## config.mk

```make
export PLATFORM = sky130hd
export DESIGN_NAME = bmpc_burst_ctrl
export DESIGN_NICKNAME = d
export VERILOG_FILES = /design/src/design/bmpc_pkg.sv /design/src/design/bmpc_cmp_if.sv /design/src/design/bmpc_sync.sv /design/src/design/bmpc_blank_timer.sv /design/src/design/bmpc_burst_ctrl.sv
export SDC_FILE = /design/constraint.sdc
export NUM_CORES = 1
export LEC_CHECK = 0
export BUFFER_PORTS_ARGS = -buffer_cell sky130_fd_sc_hd__buf_2
export CORE_ASPECT_RATIO = 0.9
export CORE_MARGIN = 5
export CORE_UTILIZATION = 52
export CTS_BUF_LIST = sky130_fd_sc_hd__clkbuf_4
export CTS_CLUSTER_SIZE = 12
export DETAILED_ROUTE_END_ITERATION = 16
export PLACE_DENSITY = 0.81
export SETUP_SLACK_MARGIN = 0.05
export SLEW_MARGIN = 20
export SYNTH_ARGS = -nofsm -noshare
export SYNTH_HDL_FRONTEND = slang
export SYNTH_SLANG_ARGS = --single-unit
```

## constraint.sdc

```tcl
create_clock -name mclk -period 3.65 [get_ports mclk]
set_clock_uncertainty 0.2 [all_clocks]
set_input_delay 0.5475 -clock mclk [delete_from_list [all_inputs] [get_ports mclk]]
set_output_delay 0.5475 -clock mclk [all_outputs]
set_load 0.02 [all_outputs]
```

## src/design/bmpc_pkg.sv

```systemverilog
// Constants, encodings and types shared by the burst-mode protection controller
package bmpc_pkg;
  localparam int CLK_HZ = 20_000_000;
  localparam int NORM_F_LO_KHZ = 100;
  localparam int NORM_F_HI_KHZ = 125;
  localparam int BURST_F_LO_KHZ = 83;
  localparam int BURST_F_HI_KHZ = 103;
  localparam int OSC_W = 8;
  localparam logic [OSC_W-1:0] NORM_LO_CYC = OSC_W'(CLK_HZ / (NORM_F_LO_KHZ * 1000));
  localparam logic [OSC_W-1:0] NORM_HI_CYC = OSC_W'(CLK_HZ / (NORM_F_HI_KHZ * 1000));
  localparam logic [OSC_W-1:0] BURST_LO_CYC = OSC_W'(CLK_HZ / (BURST_F_LO_KHZ * 1000));
  localparam logic [OSC_W-1:0] BURST_HI_CYC = OSC_W'(CLK_HZ / (BURST_F_HI_KHZ * 1000));
  localparam int BLANK_W = 16;
  localparam int ENTRY_BLANK_US = 20;
  localparam int OLP_BLANK_US = 30;
  localparam int RESTART_US = 200;
  localparam logic [BLANK_W-1:0] ENTRY_BLANK_CYC = BLANK_W'(ENTRY_BLANK_US * (CLK_HZ / 1_000_000));
  localparam logic [BLANK_W-1:0] OLP_BLANK_CYC = BLANK_W'(OLP_BLANK_US * (CLK_HZ / 1_000_000));
  localparam logic [BLANK_W-1:0] RESTART_CYC = BLANK_W'(RESTART_US * (CLK_HZ / 1_000_000));
  localparam int ADDR_W = 4;
  localparam logic [ADDR_W-1:0] REG_STATUS = 4'h0;
  localparam logic [ADDR_W-1:0] REG_CTRL = 4'h4;
  localparam int CTRL_VARIANT_BIT = 0;
  localparam logic CTRL_VARIANT_RST = 1'b0;
  localparam int STAT_STATE_LSB = 0;
  localparam int STAT_OPT_LSB = 8;
  localparam int STAT_NONISO_BIT = 10;
  localparam int STAT_ODD_BIT = 11;
  localparam int STAT_LINE_OVERVOLTAGE_GUARD_BIT = 12;
  localparam logic [1:0] OPT_NONE = 2'h1;
  localparam logic [1:0] OPT_LOW = 2'h2;
  localparam logic [1:0] OPT_HIGH = 2'h3;
  localparam logic [1:0] ILIM_NORMAL = 2'h0;
  localparam logic [1:0] ILIM_LOW = 2'h1;
  localparam logic [1:0] ILIM_HIGH = 2'h2;
  localparam int CMP_N = 14;
  localparam int C_ENTRY_LO = 0;
  localparam int C_ENTRY_HI = 1;
  localparam int C_BURST_ON = 2;
  localparam int C_EXIT = 3;
  localparam int C_OLP = 4;
  localparam int C_LINE_OVERVOLTAGE_GUARD = 5;
  localparam int C_ERR_BIAS = 6;
  localparam int C_SEL_BIAS1 = 7;
  localparam int C_SEL_BIAS2 = 8;
  localparam int C_VCC_SEL = 9;
  localparam int C_VCC_ON = 10;
  localparam int C_VCC_OVP = 11;
  localparam int C_CS_SHORT = 12;
  localparam int C_OTP = 13;
  typedef enum logic [5:0] {
    ST_PRECHG    = 6'h01,
    ST_SELECT    = 6'h02,
    ST_NORMAL    = 6'h04,
    ST_BURST_ON  = 6'h08,
    ST_BURST_OFF = 6'h10,
    ST_PROTECT   = 6'h20
  } bmpc_state_e;
endpackage

```

## src/design/bmpc_cmp_if.sv

```systemverilog
// Synchronised comparator levels passed from the synchroniser to the controller
`timescale 1ns/1ns
interface bmpc_cmp_if #(
  parameter int N = 14
);
  logic [N-1:0] level;
  modport src (output level);
  modport dst (input level);
endinterface

```

## src/design/bmpc_sync.sv

```systemverilog
// Two-flop synchronisers for the analog comparator outputs
`timescale 1ns/1ns
module bmpc_sync #(
  parameter int N = 14
) (
  input  wire logic         mclk,
  input  wire logic         rst,
  input  wire logic [N-1:0] rawIn,
  bmpc_cmp_if.src           outIf
);
  initial begin
    if (N < 1) begin
      $error("bmpc_sync needs at least one input");
    end
  end

  logic [N-1:0] meta_ff;
  logic [N-1:0] sync_ff;

  for (genvar i = 0; i < N; i++) begin : g_bit
    always_ff @(posedge mclk or posedge rst) begin
      if (rst) begin
        meta_ff[i] <= 1'b0;
        sync_ff[i] <= 1'b0;
      end else begin
        meta_ff[i] <= rawIn[i];
        sync_ff[i] <= meta_ff[i];
      end
    end
  end

  assign outIf.level = sync_ff;
endmodule

```

## src/design/bmpc_blank_timer.sv

```systemverilog
// Blanking timer that restarts whenever its qualifying condition drops
`timescale 1ns/1ns
module bmpc_blank_timer #(
  parameter int W = 16
) (
  input  wire logic         mclk,
  input  wire logic         rst,
  input  wire logic         cond,
  input  wire logic [W-1:0] limit,
  output logic              done
);
  initial begin
    if (W < 2) begin
      $error("bmpc_blank_timer width too small");
    end
  end

  logic [W-1:0] cnt_ff;
  logic         done_ff;
  wire  logic   atLimit = (cnt_ff >= limit);

  always_ff @(posedge mclk or posedge rst) begin
    if (rst) begin
      cnt_ff  <= '0;
      done_ff <= 1'b0;
    end else if (!cond) begin
      cnt_ff  <= '0;
      done_ff <= 1'b0;
    end else if (!atLimit) begin
      cnt_ff  <= cnt_ff + W'(1);
      done_ff <= 1'b0;
    end else begin
      done_ff <= 1'b1;
    end
  end

  assign done = done_ff;
endmodule

```

## src/design/bmpc_burst_ctrl.sv

```systemverilog
// Burst-mode supervisor, start-up option and isolation latch, line over-voltage gating
//
// Decided for this implementation: the placing of the registers and the strobed register port.
`timescale 1ns/1ns
module bmpc_burst_ctrl #(
  parameter int          CMP_W       = bmpc_pkg::CMP_N,
  parameter logic [15:0] RESTART_CYC = bmpc_pkg::RESTART_CYC
) (
  input  wire logic                        mclk,
  input  wire logic                        rst,
  input  wire logic [CMP_W-1:0]            cmpRaw,
  input  wire logic [bmpc_pkg::ADDR_W-1:0] regAddr,
  input  wire logic [31:0]                 regWdata,
  input  wire logic                        regWr,
  input  wire logic                        regRd,
  output logic      [31:0]                 regRdata,
  output logic                             switchEnable,
  output logic                             biasEnable,
  output logic                             burstActive,
  output logic      [1:0]                  currentLimitSel,
  output logic                             oscTick,
  output logic                             selCurrentEnable,
  output logic                             pullupDisconnectSwitch,
  output logic                             errBiasEnable,
  output logic                             errAmpConnect,
  output logic                             softStartReq,
  output logic                             oddSkipMode,
  output logic                             olpDetEnable,
  output logic                             vccOvpDetEnable,
  output logic                             csShortDetEnable
);
  initial begin
    if (CMP_W != bmpc_pkg::CMP_N) begin
      $error("bmpc_burst_ctrl comparator width must match the index map");
    end
    if (RESTART_CYC < 16'h0002) begin
      $error("bmpc_burst_ctrl restart period too short");
    end
  end

  // Comparator synchronisation
  bmpc_cmp_if #(.N(CMP_W)) cmpIf ();

  bmpc_sync #(.N(CMP_W)) uSync (
    .mclk  (mclk),
    .rst   (rst),
    .rawIn (cmpRaw),
    .outIf (cmpIf.src)
  );

  wire logic fbEntryLo = cmpIf.level[bmpc_pkg::C_ENTRY_LO];
  wire logic fbEntryHi = cmpIf.level[bmpc_pkg::C_ENTRY_HI];
  wire logic fbBurstOn = cmpIf.level[bmpc_pkg::C_BURST_ON];
  wire logic fbExit    = cmpIf.level[bmpc_pkg::C_EXIT];
  wire logic fbOlp     = cmpIf.level[bmpc_pkg::C_OLP];
  wire logic lineOv    = cmpIf.level[bmpc_pkg::C_LINE_OVERVOLTAGE_GUARD];
  wire logic errBias   = cmpIf.level[bmpc_pkg::C_ERR_BIAS];
  wire logic selBias1  = cmpIf.level[bmpc_pkg::C_SEL_BIAS1];
  wire logic selBias2  = cmpIf.level[bmpc_pkg::C_SEL_BIAS2];
  wire logic vccSel    = cmpIf.level[bmpc_pkg::C_VCC_SEL];
  wire logic vccOn     = cmpIf.level[bmpc_pkg::C_VCC_ON];
  wire logic vccOvp    = cmpIf.level[bmpc_pkg::C_VCC_OVP];
  wire logic csShort   = cmpIf.level[bmpc_pkg::C_CS_SHORT];
  wire logic overTemp  = cmpIf.level[bmpc_pkg::C_OTP];

  // State and latched configuration
  bmpc_pkg::bmpc_state_e state_ff;
  bmpc_pkg::bmpc_state_e nxt_state;
  logic [1:0]            option_ff;
  logic                  nonIso_ff;
  logic                  oddSkip_ff;
  logic                  lineFault_ff;
  logic                  variant_ff;
  logic [15:0]           restartCnt_ff;
  logic [bmpc_pkg::OSC_W-1:0] oscCnt_ff;

  wire logic stPrechg   = (state_ff == bmpc_pkg::ST_PRECHG);
  wire logic stSelect   = (state_ff == bmpc_pkg::ST_SELECT);
  wire logic stNormal   = (state_ff == bmpc_pkg::ST_NORMAL);
  wire logic stBurstOn  = (state_ff == bmpc_pkg::ST_BURST_ON);
  wire logic stBurstOff = (state_ff == bmpc_pkg::ST_BURST_OFF);
  wire logic stProtect  = (state_ff == bmpc_pkg::ST_PROTECT);
  wire logic inBurst    = stBurstOn | stBurstOff;

  // Option chosen from the feedback voltage band at turn-on
  wire logic [1:0] sampledOpt = selBias2 ? bmpc_pkg::OPT_HIGH :
                                selBias1 ? bmpc_pkg::OPT_LOW :
                                bmpc_pkg::OPT_NONE;

  // Entry comparator follows the latched option
  wire logic burstAllowed = (option_ff != bmpc_pkg::OPT_NONE);
  wire logic fbBelowEntry = (option_ff == bmpc_pkg::OPT_LOW) ? fbEntryLo : fbEntryHi;

  // Blanking timers
  wire logic entryCond = stNormal & burstAllowed & fbBelowEntry & ~fbExit;
  wire logic olpCond   = stNormal & fbOlp;
  logic      entryDone;
  logic      olpDone;

  bmpc_blank_timer #(.W(bmpc_pkg::BLANK_W)) uEntryBlank (
    .mclk  (mclk),
    .rst   (rst),
    .cond  (entryCond),
    .limit (bmpc_pkg::ENTRY_BLANK_CYC),
    .done  (entryDone)
  );

  bmpc_blank_timer #(.W(bmpc_pkg::BLANK_W)) uOlpBlank (
    .mclk  (mclk),
    .rst   (rst),
    .cond  (olpCond),
    .limit (bmpc_pkg::OLP_BLANK_CYC),
    .done  (olpDone)
  );

  // Fault qualification per operating mode
  wire logic ovpArmed   = ~stBurstOff;
  wire logic faultAny   = lineOv | overTemp | (ovpArmed & (vccOvp | csShort));
  wire logic olpTrip    = stNormal & olpDone;
  wire logic restartEnd = stProtect & (restartCnt_ff >= RESTART_CYC);
  wire logic faultClear = ~lineOv & ~overTemp & ~vccOvp & ~csShort;
  wire logic leaveProt  = restartEnd & faultClear;

  // Next state
  always_comb begin
    nxt_state = state_ff;
    case (state_ff)
      bmpc_pkg::ST_PRECHG: begin
        if (vccSel) begin
          nxt_state = bmpc_pkg::ST_SELECT;
        end
      end
      bmpc_pkg::ST_SELECT: begin
        if (vccOn) begin
          nxt_state = bmpc_pkg::ST_NORMAL;
        end
      end
      bmpc_pkg::ST_NORMAL: begin
        if (faultAny || olpTrip) begin
          nxt_state = bmpc_pkg::ST_PROTECT;
        end else if (entryDone) begin
          nxt_state = bmpc_pkg::ST_BURST_OFF;
        end
      end
      bmpc_pkg::ST_BURST_ON: begin
        if (faultAny) begin
          nxt_state = bmpc_pkg::ST_PROTECT;
        end else if (fbExit) begin
          nxt_state = bmpc_pkg::ST_NORMAL;
        end else if (!fbBurstOn) begin
          nxt_state = bmpc_pkg::ST_BURST_OFF;
        end
      end
      bmpc_pkg::ST_BURST_OFF: begin
        if (faultAny) begin
          nxt_state = bmpc_pkg::ST_PROTECT;
        end else if (fbExit) begin
          nxt_state = bmpc_pkg::ST_NORMAL;
        end else if (fbBurstOn) begin
          nxt_state = bmpc_pkg::ST_BURST_ON;
        end
      end
      bmpc_pkg::ST_PROTECT: begin
        if (leaveProt) begin
          nxt_state = bmpc_pkg::ST_NORMAL;
        end
      end
      default: begin
        nxt_state = bmpc_pkg::ST_PRECHG;
      end
    endcase
  end

  wire logic enterProt = (nxt_state == bmpc_pkg::ST_PROTECT) & ~stProtect;
  wire logic startSoft = (nxt_state == bmpc_pkg::ST_NORMAL) & (stSelect | stProtect);

  always_ff @(posedge mclk or posedge rst) begin
    if (rst) begin
      state_ff <= bmpc_pkg::ST_PRECHG;
    end else begin
      state_ff <= nxt_state;
    end
  end

  // Start-up latches for option and feedback configuration
  always_ff @(posedge mclk or posedge rst) begin
    if (rst) begin
      option_ff <= bmpc_pkg::OPT_HIGH;
      nonIso_ff <= 1'b0;
    end else if (stSelect && vccOn) begin
      option_ff <= sampledOpt;
      nonIso_ff <= errBias;
    end
  end

  // Protection bookkeeping and restart timer
  always_ff @(posedge mclk or posedge rst) begin
    if (rst) begin
      oddSkip_ff    <= 1'b0;
      lineFault_ff  <= 1'b0;
      restartCnt_ff <= 16'h0000;
    end else if (enterProt) begin
      oddSkip_ff    <= olpTrip & ~faultAny;
      lineFault_ff  <= lineOv;
      restartCnt_ff <= 16'h0000;
    end else if (restartEnd) begin
      lineFault_ff  <= lineOv;
      restartCnt_ff <= 16'h0000;
    end else if (stProtect) begin
      restartCnt_ff <= restartCnt_ff + 16'h0001;
    end else begin
      oddSkip_ff    <= 1'b0;
      lineFault_ff  <= 1'b0;
    end
  end

  // Switching oscillator tick, burst rate in burst states
  wire logic [bmpc_pkg::OSC_W-1:0] normCyc  = variant_ff ? bmpc_pkg::NORM_HI_CYC :
                                              bmpc_pkg::NORM_LO_CYC;
  wire logic [bmpc_pkg::OSC_W-1:0] burstCyc = variant_ff ? bmpc_pkg::BURST_HI_CYC :
                                              bmpc_pkg::BURST_LO_CYC;
  wire logic [bmpc_pkg::OSC_W-1:0] periodCyc = inBurst ? burstCyc : normCyc;
  wire logic oscWrap = (oscCnt_ff >= periodCyc - bmpc_pkg::OSC_W'(1));

  always_ff @(posedge mclk or posedge rst) begin
    if (rst) begin
      oscCnt_ff <= '0;
    end else if (oscWrap) begin
      oscCnt_ff <= '0;
    end else begin
      oscCnt_ff <= oscCnt_ff + bmpc_pkg::OSC_W'(1);
    end
  end

  // Output decode
  wire logic       switchNext = stNormal | stBurstOn;
  wire logic       biasNext   = ~stBurstOff;
  wire logic [1:0] burstIlim  = (option_ff == bmpc_pkg::OPT_LOW) ? bmpc_pkg::ILIM_LOW :
                                bmpc_pkg::ILIM_HIGH;
  wire logic [1:0] ilimNext   = inBurst ? burstIlim : bmpc_pkg::ILIM_NORMAL;
  wire logic       selNext    = stSelect;
  wire logic       errConNext = nonIso_ff & ~stPrechg & ~stSelect;

  always_ff @(posedge mclk or posedge rst) begin
    if (rst) begin
      switchEnable           <= 1'b0;
      biasEnable             <= 1'b1;
      burstActive            <= 1'b0;
      currentLimitSel        <= bmpc_pkg::ILIM_NORMAL;
      oscTick                <= 1'b0;
      selCurrentEnable       <= 1'b0;
      pullupDisconnectSwitch <= 1'b0;
      errBiasEnable          <= 1'b0;
      errAmpConnect          <= 1'b0;
      softStartReq           <= 1'b0;
      oddSkipMode            <= 1'b0;
      olpDetEnable           <= 1'b0;
      vccOvpDetEnable        <= 1'b0;
      csShortDetEnable       <= 1'b0;
    end else begin
      switchEnable           <= switchNext & oscWrap;
      biasEnable             <= biasNext;
      burstActive            <= inBurst;
      currentLimitSel        <= ilimNext;
      oscTick                <= oscWrap;
      selCurrentEnable       <= selNext;
      pullupDisconnectSwitch <= selNext;
      errBiasEnable          <= stPrechg | stSelect;
      errAmpConnect          <= errConNext;
      softStartReq           <= startSoft;
      oddSkipMode            <= oddSkip_ff;
      olpDetEnable           <= stNormal;
      vccOvpDetEnable        <= ovpArmed & ~stPrechg & ~stSelect;
      csShortDetEnable       <= ovpArmed & ~stPrechg & ~stSelect;
    end
  end

  // Register port
  wire logic selStatus = (regAddr == bmpc_pkg::REG_STATUS);
  wire logic selCtrl   = (regAddr == bmpc_pkg::REG_CTRL);
  logic [31:0] statusWord;
  logic [31:0] rdWord;

  always_comb begin
    statusWord = 32'h0000_0000;
    statusWord[bmpc_pkg::STAT_STATE_LSB +: 6] = state_ff;
    statusWord[bmpc_pkg::STAT_OPT_LSB +: 2]   = option_ff;
    statusWord[bmpc_pkg::STAT_NONISO_BIT]     = nonIso_ff;
    statusWord[bmpc_pkg::STAT_ODD_BIT]        = oddSkip_ff;
    statusWord[bmpc_pkg::STAT_LINE_OVERVOLTAGE_GUARD_BIT]       = lineFault_ff;
  end

  always_comb begin
    rdWord = 32'h0000_0000;
    if (selStatus) begin
      rdWord = statusWord;
    end else if (selCtrl) begin
      rdWord[bmpc_pkg::CTRL_VARIANT_BIT] = variant_ff;
    end
  end

  always_ff @(posedge mclk or posedge rst) begin
    if (rst) begin
      variant_ff <= bmpc_pkg::CTRL_VARIANT_RST;
    end else if (regWr && selCtrl) begin
      variant_ff <= regWdata[bmpc_pkg::CTRL_VARIANT_BIT];
    end
  end

  always_ff @(posedge mclk or posedge rst) begin
    if (rst) begin
      regRdata <= 32'h0000_0000;
    end else if (regRd) begin
      regRdata <= rdWord;
    end else begin
      regRdata <= 32'h0000_0000;
    end
  end
endmodule

```

* Yosys cells after proc, flatten, opt, wreduce, memory -nomap -nowiden
Cells that the tools add are included.
** Storage, ports and cells
- Latch bits :: 0
- Bits in read-only memories :: 0
- Word-level logic and storage cells :: 161
- Register bits after elaboration :: 143
- Bits of input ports :: 54
- Bits in writable memories :: 0
- Output and inout bits :: 47
- Memories kept :: 0
** Operators by class
- Muxes and demuxes :: 41
- Equality and inequality tests :: 16
- Shifts and indexed selects :: 0
- $mul :: 0
- Bitwise logic cells :: 36
- Divide/modulo/power cells :: 0
- Order comparisons :: 4
- $add $sub $neg :: 5
- Reductions and logical operators :: 6
** Operators with widths (count)
- 16-bit 2-to-1 mux :: 7
- 6-bit 2-to-1 mux :: 12
- 16-bit by 1-bit adder with 16-bit output (second input constant) :: 3
- 6-bit case mux with 6 select lines :: 1
- 32-bit 2-to-1 mux :: 1
- 1-bit bitwise AND :: 19
- 16-bit by 10-bit greater-or-equal comparator with 1-bit output (second input constant) :: 1
- 16-bit by 12-bit greater-or-equal comparator with 1-bit output (second input constant) :: 1
- 16-bit by 9-bit greater-or-equal comparator with 1-bit output (second input constant) :: 1
- 7-bit 2-to-1 mux :: 2
- 6-bit by 3-bit == test with 1-bit output (second input constant) :: 2
- 6-bit == test (second input constant) :: 2
- 1-bit 2-to-1 mux :: 12
- 12-bit 2-to-1 mux :: 1
- 1-bit inverter :: 10
- 8-bit by 1-bit adder with 8-bit output (second input constant) :: 1
- 8-bit greater-or-equal comparator :: 1
- 2-bit 2-to-1 mux :: 4
- 8-bit 2-to-1 mux :: 1
- 8-bit by 1-bit subtractor with 8-bit output (second input constant) :: 1
- 1-bit OR :: 7
- 6-bit by 1-bit == test with 1-bit output (second input constant) :: 1
- 6-bit by 2-bit == test with 1-bit output (second input constant) :: 1
- 6-bit by 4-bit == test with 1-bit output (second input constant) :: 1
- other kinds (11) :: 15

* Longest topological paths before layout
Gate-level depths: netlist (run 1).
- Depth in word-level cells :: 11
- Depth in mapped cells :: 12
- Gate-level depth less buffers :: 10

* Cells and area by module
Synthesis (run 1) repeated with hierarchy kept, for this count alone.
** Second synthesis, totals
- Cells, all modules :: 618
- Area, all modules :: 6353.6 um^2
** Modules (own cells, without submodules)
- bmpc_burst_ctrl :: area each 3089.2 um^2, cells an instance 289, seq. area each 1506.4 um^2, times used 1
- bmpc_blank_timer :: area each 1280.0 um^2, cells an instance 150, seq. area each 425.4 um^2, times used 2
- bmpc_sync :: area each 704.4 um^2, cells an instance 29, seq. area each 700.7 um^2, times used 1

* Least setup slack after synthesis (run 1)
No wires, ideal clock.
- Kind :: register to register
- Start point :: reg state_ff[2]
- End point :: reg switchEnable
- Arrival time :: 3029 ps
- Library setup time :: 120 ps
- Clock period less this slack :: 3349 ps
- Data required time :: 3330 ps
- Stages on the path, launching flop included :: 11
- Setup slack :: 301 ps
- Buffers on the path :: 1
- Cell sequence :: dfrtp_1 or4_4 nor2_2 inv_1 ha_1 and4b_1 ha_1 a2111o_1 a211o_1 clkbuf_1 and4_1
** Between the ends
- Longest elaborated chain between the ends :: 6
- Elaborated cells between the ends (all ways) :: 9
- Classes of those cells :: add/sub: 1; order compare: 1; eq/ne: 3; mux: 1; bitwise: 3
** RTL lines
- start: declaration :: RTL line bmpc_burst_ctrl.sv:67 : bmpc_pkg::bmpc_state_e state_ff;
- start signal: assignment :: RTL line bmpc_burst_ctrl.sv:179 : state_ff <= bmpc_pkg::ST_PRECHG;
- start signal: assignment :: RTL line bmpc_burst_ctrl.sv:181 : state_ff <= nxt_state;
- 6-bit by 4-bit == test with 1-bit output / 6-bit by 5-bit == test with 1-bit output (equally long branches) :: RTL line bmpc_burst_ctrl.sv:80, bmpc_burst_ctrl.sv:81
- 1-bit OR * :: RTL line bmpc_burst_ctrl.sv:83 : wire logic inBurst = stBurstOn | stBurstOff;
- net inBurst :: RTL line bmpc_burst_ctrl.sv:83
- 7-bit 2-to-1 mux * :: RTL line bmpc_burst_ctrl.sv:222 : wire logic [bmpc_pkg::OSC_W-1:0] periodCyc = inBurst ? burstCyc : normCyc;
- 8-bit by 1-bit subtractor with 8-bit output * :: RTL line bmpc_burst_ctrl.sv:223 : wire logic oscWrap = (oscCnt_ff >= periodCyc - bmpc_pkg::OSC_W'(1));
- 8-bit greater-or-equal comparator * :: RTL line bmpc_burst_ctrl.sv:223
- 1-bit bitwise AND * :: RTL line bmpc_burst_ctrl.sv:261 : switchEnable <= switchNext & oscWrap;
- end signal: assignment :: RTL line bmpc_burst_ctrl.sv:261
- end: declaration :: RTL line bmpc_burst_ctrl.sv:17 : output logic switchEnable,
Mark *: on every way through the listed nets, which the timed path passes. The rest lies on a longest branch.
A chain may end at the register's enable or synchronous reset.

* Worst setup path after layout (run 1)
- Start point :: reg state_ff[2]
- End point :: reg oscTick
** Between the ends
- Longest elaborated chain between the ends :: 5
- Elaborated cells between the ends (all ways) :: 6
- Classes of those cells :: add/sub: 1; order compare: 1; eq/ne: 2; mux: 1; bitwise: 1
** RTL lines
- 6-bit by 4-bit == test with 1-bit output / 6-bit by 5-bit == test with 1-bit output (equally long branches) :: RTL line bmpc_burst_ctrl.sv:80, bmpc_burst_ctrl.sv:81
- 1-bit OR * :: RTL line bmpc_burst_ctrl.sv:83
- net inBurst :: RTL line bmpc_burst_ctrl.sv:83
- 7-bit 2-to-1 mux * :: RTL line bmpc_burst_ctrl.sv:222
- 8-bit by 1-bit subtractor with 8-bit output * :: RTL line bmpc_burst_ctrl.sv:223
- 8-bit greater-or-equal comparator * :: RTL line bmpc_burst_ctrl.sv:223
- net oscWrap :: RTL line bmpc_burst_ctrl.sv:223
- end signal: assignment :: RTL line bmpc_burst_ctrl.sv:265 : oscTick <= oscWrap;
- end: declaration :: RTL line bmpc_burst_ctrl.sv:21 : output logic oscTick,
Marked as above.

==> metrics.csv, run 1 <==
stage,metric,value,unit
place,Port Buf Inserts,48,
synthesis,Post-synth EDFFs,0,
route,Iteration-0 DRC Markers,224,
synthesis,compound-gate portion of the synthesized area,0.108,
setup_path,crit start category,flip-flop,
die,num rows,35,
cts,CTS tree,yes,
synthesis,cell count after synthesis,474,
synthesis,"top cells by area, synth","dfrtp_1 54%, ha_1 4.6%, buf_4 3.4%, and2_1 3.0%, mux2i_1 2.2%",
global_route,first-pass GRT wire length,17.7,mm
global_route,number of global-route vias before repair,3787,
power_and_ir_drop,Pleak,2.92,nW
final_layout,post-route cell area,6210,sq um
final_layout,"commonest cells after routing, fill and taps aside","118 x dfrtp_1, 48 x buf_2, 28 x nand2_1",
sta,Final setup viols,0,
die,Core Area,10200,sq um
die,Initial Util,0.533,
sta,Final Hold Fails,0,
sta,Tightest Pin Transition,0.909,ns
sta,crit path time final,3.43,ns
run,MaxCap Viol Count,0,
status,outcome,finished clean,
setup_path,CP Max Fanout,10,
cts,H-tree Lvls,4,
power_and_ir_drop,cell-internal power,2.19,mW
sta,worst relative slew slack,0.394,
setup_path,crit-path leading delay family,simple AND/OR/NAND/NOR gates,
final_layout,area of the multi-input gates,2140,sq um
setup_path,Worst Setup End Kind,flip-flop,
setup_path,crit-path cells,"or4_4, nor2_2, buf_4, ha_1, and4b_1, ha_1, a2111o_1, a211o_1, and2_1",
final_layout,Syn-to-layout area delta,13.7,%
sta,Max Clk Rate,292,MHz
synthesis,Post-Synth Adder-Cell Area,0.0459,
power_and_ir_drop,Clock power frac,0.310,
final_layout,ant diodes,0,
final_layout,"commonest non-fill, non-tap cell in the layout",dfrtp_1,
setup_path,crit-path max cell delay,0.58,ns
cts,clk slew on worst S/H paths,0.11,ns
die,die height,107,microns
power_and_ir_drop,maximum VDD drop,0.000468,V
synthesis,"Cell Area, Synth",5460,sq um
final_layout,# nets final,622,
route,DR WL/cell,14.9,microns
global_route,largest net degree at the start of global routing,44,
cts,clock root cell,clkbuf_4,
place,Cells after DPL,642,
synthesis,"Async S/R FF share, synth",1.00,
route,DRC viols,0,
final_layout,# fillers,814,
synthesis,"Distinct cells, synth",63,
place,Setup WS pre-CTS,0.239,ns
min_path,HP Class,input port to flip-flop,
final_layout,Layout Cells excl Fill,690,
synthesis,xor and xnor fraction of the mapped netlist area,0.0177,
synthesis,post-synth top area cell,dfrtp_1,
place,GP Congestion,0.821,
setup_path,crit path DAT,3.63,ns
power_and_ir_drop,Pwr Density,509,nW/um^2
die,number of I/O pins,101,
route,routed via count,3737,
final_layout,FF/Latch Area,3060,sq um
synthesis,"Avg Cell Area, Syn",11.5,sq um
final_layout,layout cells sized above 1,0.191,
power_and_ir_drop,Net Sw Power,0.973,mW
synthesis,"Top FF cell, synth",dfrtp_1,
setup_path,crit path buf inv count,1,
synthesis,Simple-Gate Fraction of Synth Area,0.179,
die,DIE AREA,12600,sq um
route,DRT Wirelength,10.3,mm
global_route,initial antenna violation count,0,
route,DRT Pass-1 Iters,4,
global_route,grt total ovfl,0,
cts,CTS buffer count,17,
sta,Final WS setup,0.223,ns
route,Detail Route Antenna Nets,0,
power_and_ir_drop,sequential power share,0.508,
place,DP Wirelength,7.22,mm
setup_path,slowest CP cell,or4_4,
sta,Final Slew Violations,0,
synthesis,mux cell area share after synthesis,0.0282,
power_and_ir_drop,post-route total power,3.16,mW
synthesis,sequential share of the synthesized area,0.560,
die,die width,118,microns
sta,period utilization,0.939,
synthesis,Seq cells post-synth,122,
setup_path,Worst EP required,3.85,ns
sta,unrepaired setup endpoints after global routing,false,
cts,Skew-Pair Late Insertion Delay,0.51,ns
place,area post-placement,5740,sq um
cts,maximum clock insertion buffer count,2,
setup_path,crit path kind,flip-flop to flip-flop,
synthesis,"Warnings, synthesis",0,
synthesis,largest family of logic cells by synthesized area,simple AND/OR/NAND/NOR gates,
route,DR vias/cell,5.42,
power_and_ir_drop,Comb power frac,0.182,
cts,Setup Buffers After CTS,0,
power_and_ir_drop,switching portion of total power,0.308,
cts,clk sinks,122,
global_route,GRT Total Usage,0.173,
sta,setup_tns,0,ns
synthesis,post-synth top area share,0.541,
setup_path,Critical Path Most Common Cell,ha_1,
## metrics by stage
stage	util	hold WS (ns)
2_1_floorplan	-	0.131
3_3_place_gp	0.561	0.132
3_5_place_dp	0.561	0.136
4_1_cts	0.606	0.0299
5_1_grt	0.606	0.0190
6_report	0.606	0.0757
## power by group through the flow
stage | Sequential [mW] | Combinational, mW | Clock [mW]
finish | 1.61 | 0.575 | 0.981
global route | 1.63 | 0.638 | 1.08
CTS | 1.60 | 0.579 | 1.01
detailed placement | 1.63 | 0.563 | 0
global placement | 1.62 | 0.526 | 0
floorplan | 1.62 | 0.447 | 0
## kinds of logic (layout without fill, tap and decap cells)
kind of cell / Yosys count / in the layout
simple gates: 169 / 169
flops: 122 / 122
compound gates: 78 / 78
buf+inv: 58 / 125
fa+ha+maj: 20 / 20
mux: 15 / 15
xor+xnor: 11 / 11
other cells: 1 / 21
## path summary, 6_finish.rpt
check                           cells after the start             start  slack [ns]                    to
max in group asynchronous                           4               rst        1.97   uOlpBlank.cnt_ff[8]
min in group asynchronous                           3               rst        0.53    currentLimitSel[0]
worst min register to register                      0  uSync.meta_ff[3]        0.15  uSync.outIf.level[3]
worst max-delay path                                9       state_ff[2]        0.22               oscTick
worst max register to register                      9       state_ff[2]        0.22               oscTick
worst min-delay path                                2       regWdata[0]        0.08            variant_ff
## per-layer routing
layer | global-route usage | routed length (microns)
met3 | 0.0612 | 547
met5 | 0 | 0
met1 | 0.213 | 4320
met4 | 0.0655 | 169
met2 | 0.283 | 5260
## sequential cells by signal, summed over array words and instances (netlist names), 6 cells and up
register	flops
uEntryBlank.cnt_ff	16
state_ff	6
uSync.outIf.level	14
oscCnt_ff	8
regRdata	11
uOlpBlank.cnt_ff	16
uSync.meta_ff	14
restartCnt_ff	16
## repair_timing
item	in CTS	in global routing
hold buffers	16	0
hold endpoints to repair	49	0
gates resized for setup	0	0
## cell type report
| type | count | area share |
|---|---|---|
| repair buffers | 68 | 0.0714 |
| clock inverters | 15 | 0.0282 |
| inverters | 25 | 0.0157 |
| multi-input cells | 314 | 0.345 |
| flip-flops and latches | 122 | 0.493 |
| clock buffers | 17 | 0.0206 |
| well taps | 129 | 0.0260 |
## synth_stat cells, types with 3 or more instances
cell type  number
or2b_1          5
nand2b_1        5
dfrtp_1       118
ha_1           20
nor4b_1         3
or4_1           7
dfstp_2         4
inv_1          25
o21ai_1         4
and3_1          7
a211oi_1        3
xnor2_1         3
xor2_1          8
and2_1         26
o211ai_2        4
a21oi_1        23
or3_1           6
buf_4          25
nor2b_1         9
nand2_1        28
a21o_1          3
o21ai_0        12
nand4_1         9
mux2i_1        12
nor2_1         18
nand3_1        19
mux2_2          3
nor4_1          8
nor3_1          6
and4_1          3
o21a_1          4
Note: power is estimated with default switching activity, not from simulation.
==> inputs of run 2 (changes only) <==
CORE_UTILIZATION = 58   (was 52)
PLACE_DENSITY = 0.86   (was 0.81)
clock period = 3.8 ns   (was 3.65 ns; I/O delays follow)
==> metrics.csv, run 2 (synthesized netlist as in run 1, its figures left out) <==
stage,metric,value,unit,change
status,outcome,finished clean,,
final_layout,Layout Cells excl Fill,681,,-1.3%
power_and_ir_drop,Comb power frac,0.181,,about the same
route,DRT Wirelength,10.3,mm,-0.48%
setup_path,Critical Path Source,state_ff[2],,
cts,CTS resizes,0,,unchanged
cts,Setup Buffers After CTS,0,,unchanged
power_and_ir_drop,Clock power frac,0.307,,-0.003
die,num rows,33,,-5.7%
setup_path,crit start category,flip-flop,,
run,MaxCap Viol Count,0,,unchanged
min_path,HP Class,input port to flip-flop,,
global_route,first-pass GRT wire length,17.7,mm,about the same
sta,final hold slack,0.0797,ns,+0.00402 ns
power_and_ir_drop,Net Sw Power,0.964,mW,-0.94%
route,Iteration-0 DRC Markers,204,,-8.9%
place,Setup WS pre-CTS,0.398,ns,+0.159 ns
cts,clock root cell,clkbuf_4,,
power_and_ir_drop,sequential power share,0.512,,+0.004
die,die height,102,microns,-4.8%
cts,Skew-Pair Late Insertion Delay,0.51,ns,about the same
route,Detail Route Antenna Nets,0,,unchanged
setup_path,crit path kind,flip-flop to flip-flop,,
global_route,GR met1 Demand/Resource,0.248,,+0.0354
sta,Max Clk Rate,292,MHz,+0.22%
sta,crit path time final,3.42,ns,-0.00744 ns
die,DIE AREA,11500,sq um,-9.4%
cts,maximum clock insertion buffer count,2,,unchanged
global_route,grt total ovfl,0,,unchanged
route,DRC viols,0,,unchanged
cts,CTS tree,yes,,
place,Port Buf Inserts,48,,unchanged
setup_path,flop2flop setup slack,0.38,ns,+0.16 ns
die,die width,112,microns,-4.9%
die,Initial Util,0.595,,+0.0628
setup_path,Reg-to-Reg End,switchEnable,,
setup_path,Worst Setup End Kind,flip-flop,,
sta,period utilization,0.900,,-0.0390
power_and_ir_drop,switching portion of total power,0.320,,+0.0124
final_layout,Layout Utilization,0.673,,+0.0673
setup_path,Worst EP required,4.01,ns,+0.16 ns
place,GP Congestion,0.840,,+2.4%
global_route,initial antenna violation count,0,,unchanged
route,DR vias/cell,5.53,,+2.1%
cts,CTS buffer count,17,,unchanged
route,DRT Pass-1 Iters,5,,+1
place,DP Wirelength,7.02,mm,-2.8%
final_layout,ant diodes,0,,unchanged
global_route,largest net degree at the start of global routing,73,,+66%
global_route,GR peak layer,met2,,
cts,clk sinks,122,,unchanged
power_and_ir_drop,cell-internal power,2.05,mW,-6.5%
sta,unrepaired setup endpoints after global routing,false,,
die,Core Area,9170,sq um,-11%
setup_path,crit-path leading delay family,simple AND/OR/NAND/NOR gates,,
final_layout,"commonest non-fill, non-tap cell in the layout",dfrtp_1,,
final_layout,layout cells sized above 1,0.191,,+0.000682
route,DR WL/cell,15.1,microns,+0.84%
setup_path,crit path DAT,3.63,ns,about the same
power_and_ir_drop,Pleak,2.92,nW,about the same
setup_path,Crit path depth,9,,unchanged
sta,Final Slew Violations,0,,unchanged
sta,Final Hold Fails,0,,unchanged
sta,Tightest Pin Transition,0.913,ns,+0.00391 ns
global_route,GRT Total Usage,0.193,,+0.0195
sta,setup_tns,0,ns,unchanged
setup_path,worst setup path endpoint,switchEnable,,
global_route,met2 Use GR,0.320,,+0.0375
route,routed via count,3764,,+0.72%
setup_path,crit-path cells,"or4_4, nor2_2, inv_1, ha_1, and4b_1, ha_1, a2111o_1, a211o_1, and4_1",,
setup_path,Critical Path Most Common Cell,ha_1,,
setup_path,crit path buf inv count,1,,unchanged
global_route,met3 GRT Util,0.0485,,-0.0126
setup_path,crit-path max cell delay,0.58,ns,about the same
final_layout,Syn-to-layout area delta,13.0,%,
final_layout,# nets final,620,,-0.32%
sta,Final setup viols,0,,unchanged
sta,Final WS setup,0.380,ns,+0.157 ns
cts,H-tree Lvls,4,,unchanged
power_and_ir_drop,Pwr Density,488,nW/um^2,-4.2%
setup_path,FF-to-FF Start,state_ff[2],,
die,number of I/O pins,101,,unchanged
final_layout,"commonest cells after routing, fill and taps aside","118 x dfrtp_1, 48 x buf_2, 28 x nand2_1",,
power_and_ir_drop,maximum VDD drop,0.000295,V,-37%
setup_path,CP Max Fanout,10,,unchanged
setup_path,slowest CP cell,or4_4,,
place,Cells after DPL,634,,-1.2%
cts,CTS Hold Buffers Added,15,,-1
global_route,number of global-route vias before repair,3659,,-3.4%
setup_path,R2R depth,9,,unchanged
sta,worst relative slew slack,0.391,,-0.00261
cts,clk slew on worst S/H paths,0.12,ns,about the same
final_layout,Top Registers,"restartCnt_ff (16), uEntryBlank.cnt_ff (16), uOlpBlank.cnt_ff (16)",,
## run 2: power groups by stage
stage                     sequential [mW]  clock [mW]  combinational [mW]
final                                1.54       0.924               0.545
after global routing                 1.56        1.00               0.612
after floorplan                      1.55           0               0.430
after global placement               1.56           0               0.501
after CTS                            1.54       0.944               0.547
after detailed placement             1.57           0               0.531
## run 2: worst min-delay path by stage
stage                     depth (start not counted)                     to         startpoint  slack, ns
after floorplan                                   0   uSync.outIf.level[0]   uSync.meta_ff[0]       0.13
after global placement                            0   uSync.outIf.level[9]   uSync.meta_ff[9]       0.13
after detailed placement                          0  uSync.outIf.level[13]  uSync.meta_ff[13]       0.14
after CTS                                         2            regRdata[8]         regAddr[2]       0.04
after global routing                              2            regRdata[8]         regAddr[2]       0.06
final                                             2            regRdata[8]         regAddr[2]       0.08
## run 2: worst reg2reg max path, cell delays in order, from the launching register on
cell and delay [ns]:
dfrtp_1 0.48, or4_4 0.58, nor2_2 0.15, inv_1 0.15
ha_1 0.30, and4b_1 0.19, ha_1 0.29, a2111o_1 0.39
a211o_1 0.41, and4_1 0.20
## run 2: layout make-up
type / instances / area [sq um]
repair buffers: 66 / 425
fillers: 705 / 3000
multi-input cells: 314 / 2140
inverters: 25 / 97.6
clock inverters: 15 / 164
clock buffers: 17 / 128
well taps: 122 / 153
flip-flops and latches: 122 / 3060
## run 2: metrics by stage
| step | power, mW | area (sq um) |
|---|---|---|
| floorplan | 1.98 | 5540 |
| global route | 3.18 | 6170 |
| detailed placement | 2.10 | 5730 |
| CTS | 3.03 | 6170 |
| finish | 3.01 | 6170 |
| global placement | 2.06 | 5730 |
## run 2: routing by layer
layer,vias up,share of wire
li1,1769,-
met1,1884,0.43
met2,93,0.51
met3,18,0.050
met4,0,0.013
met5,-,0
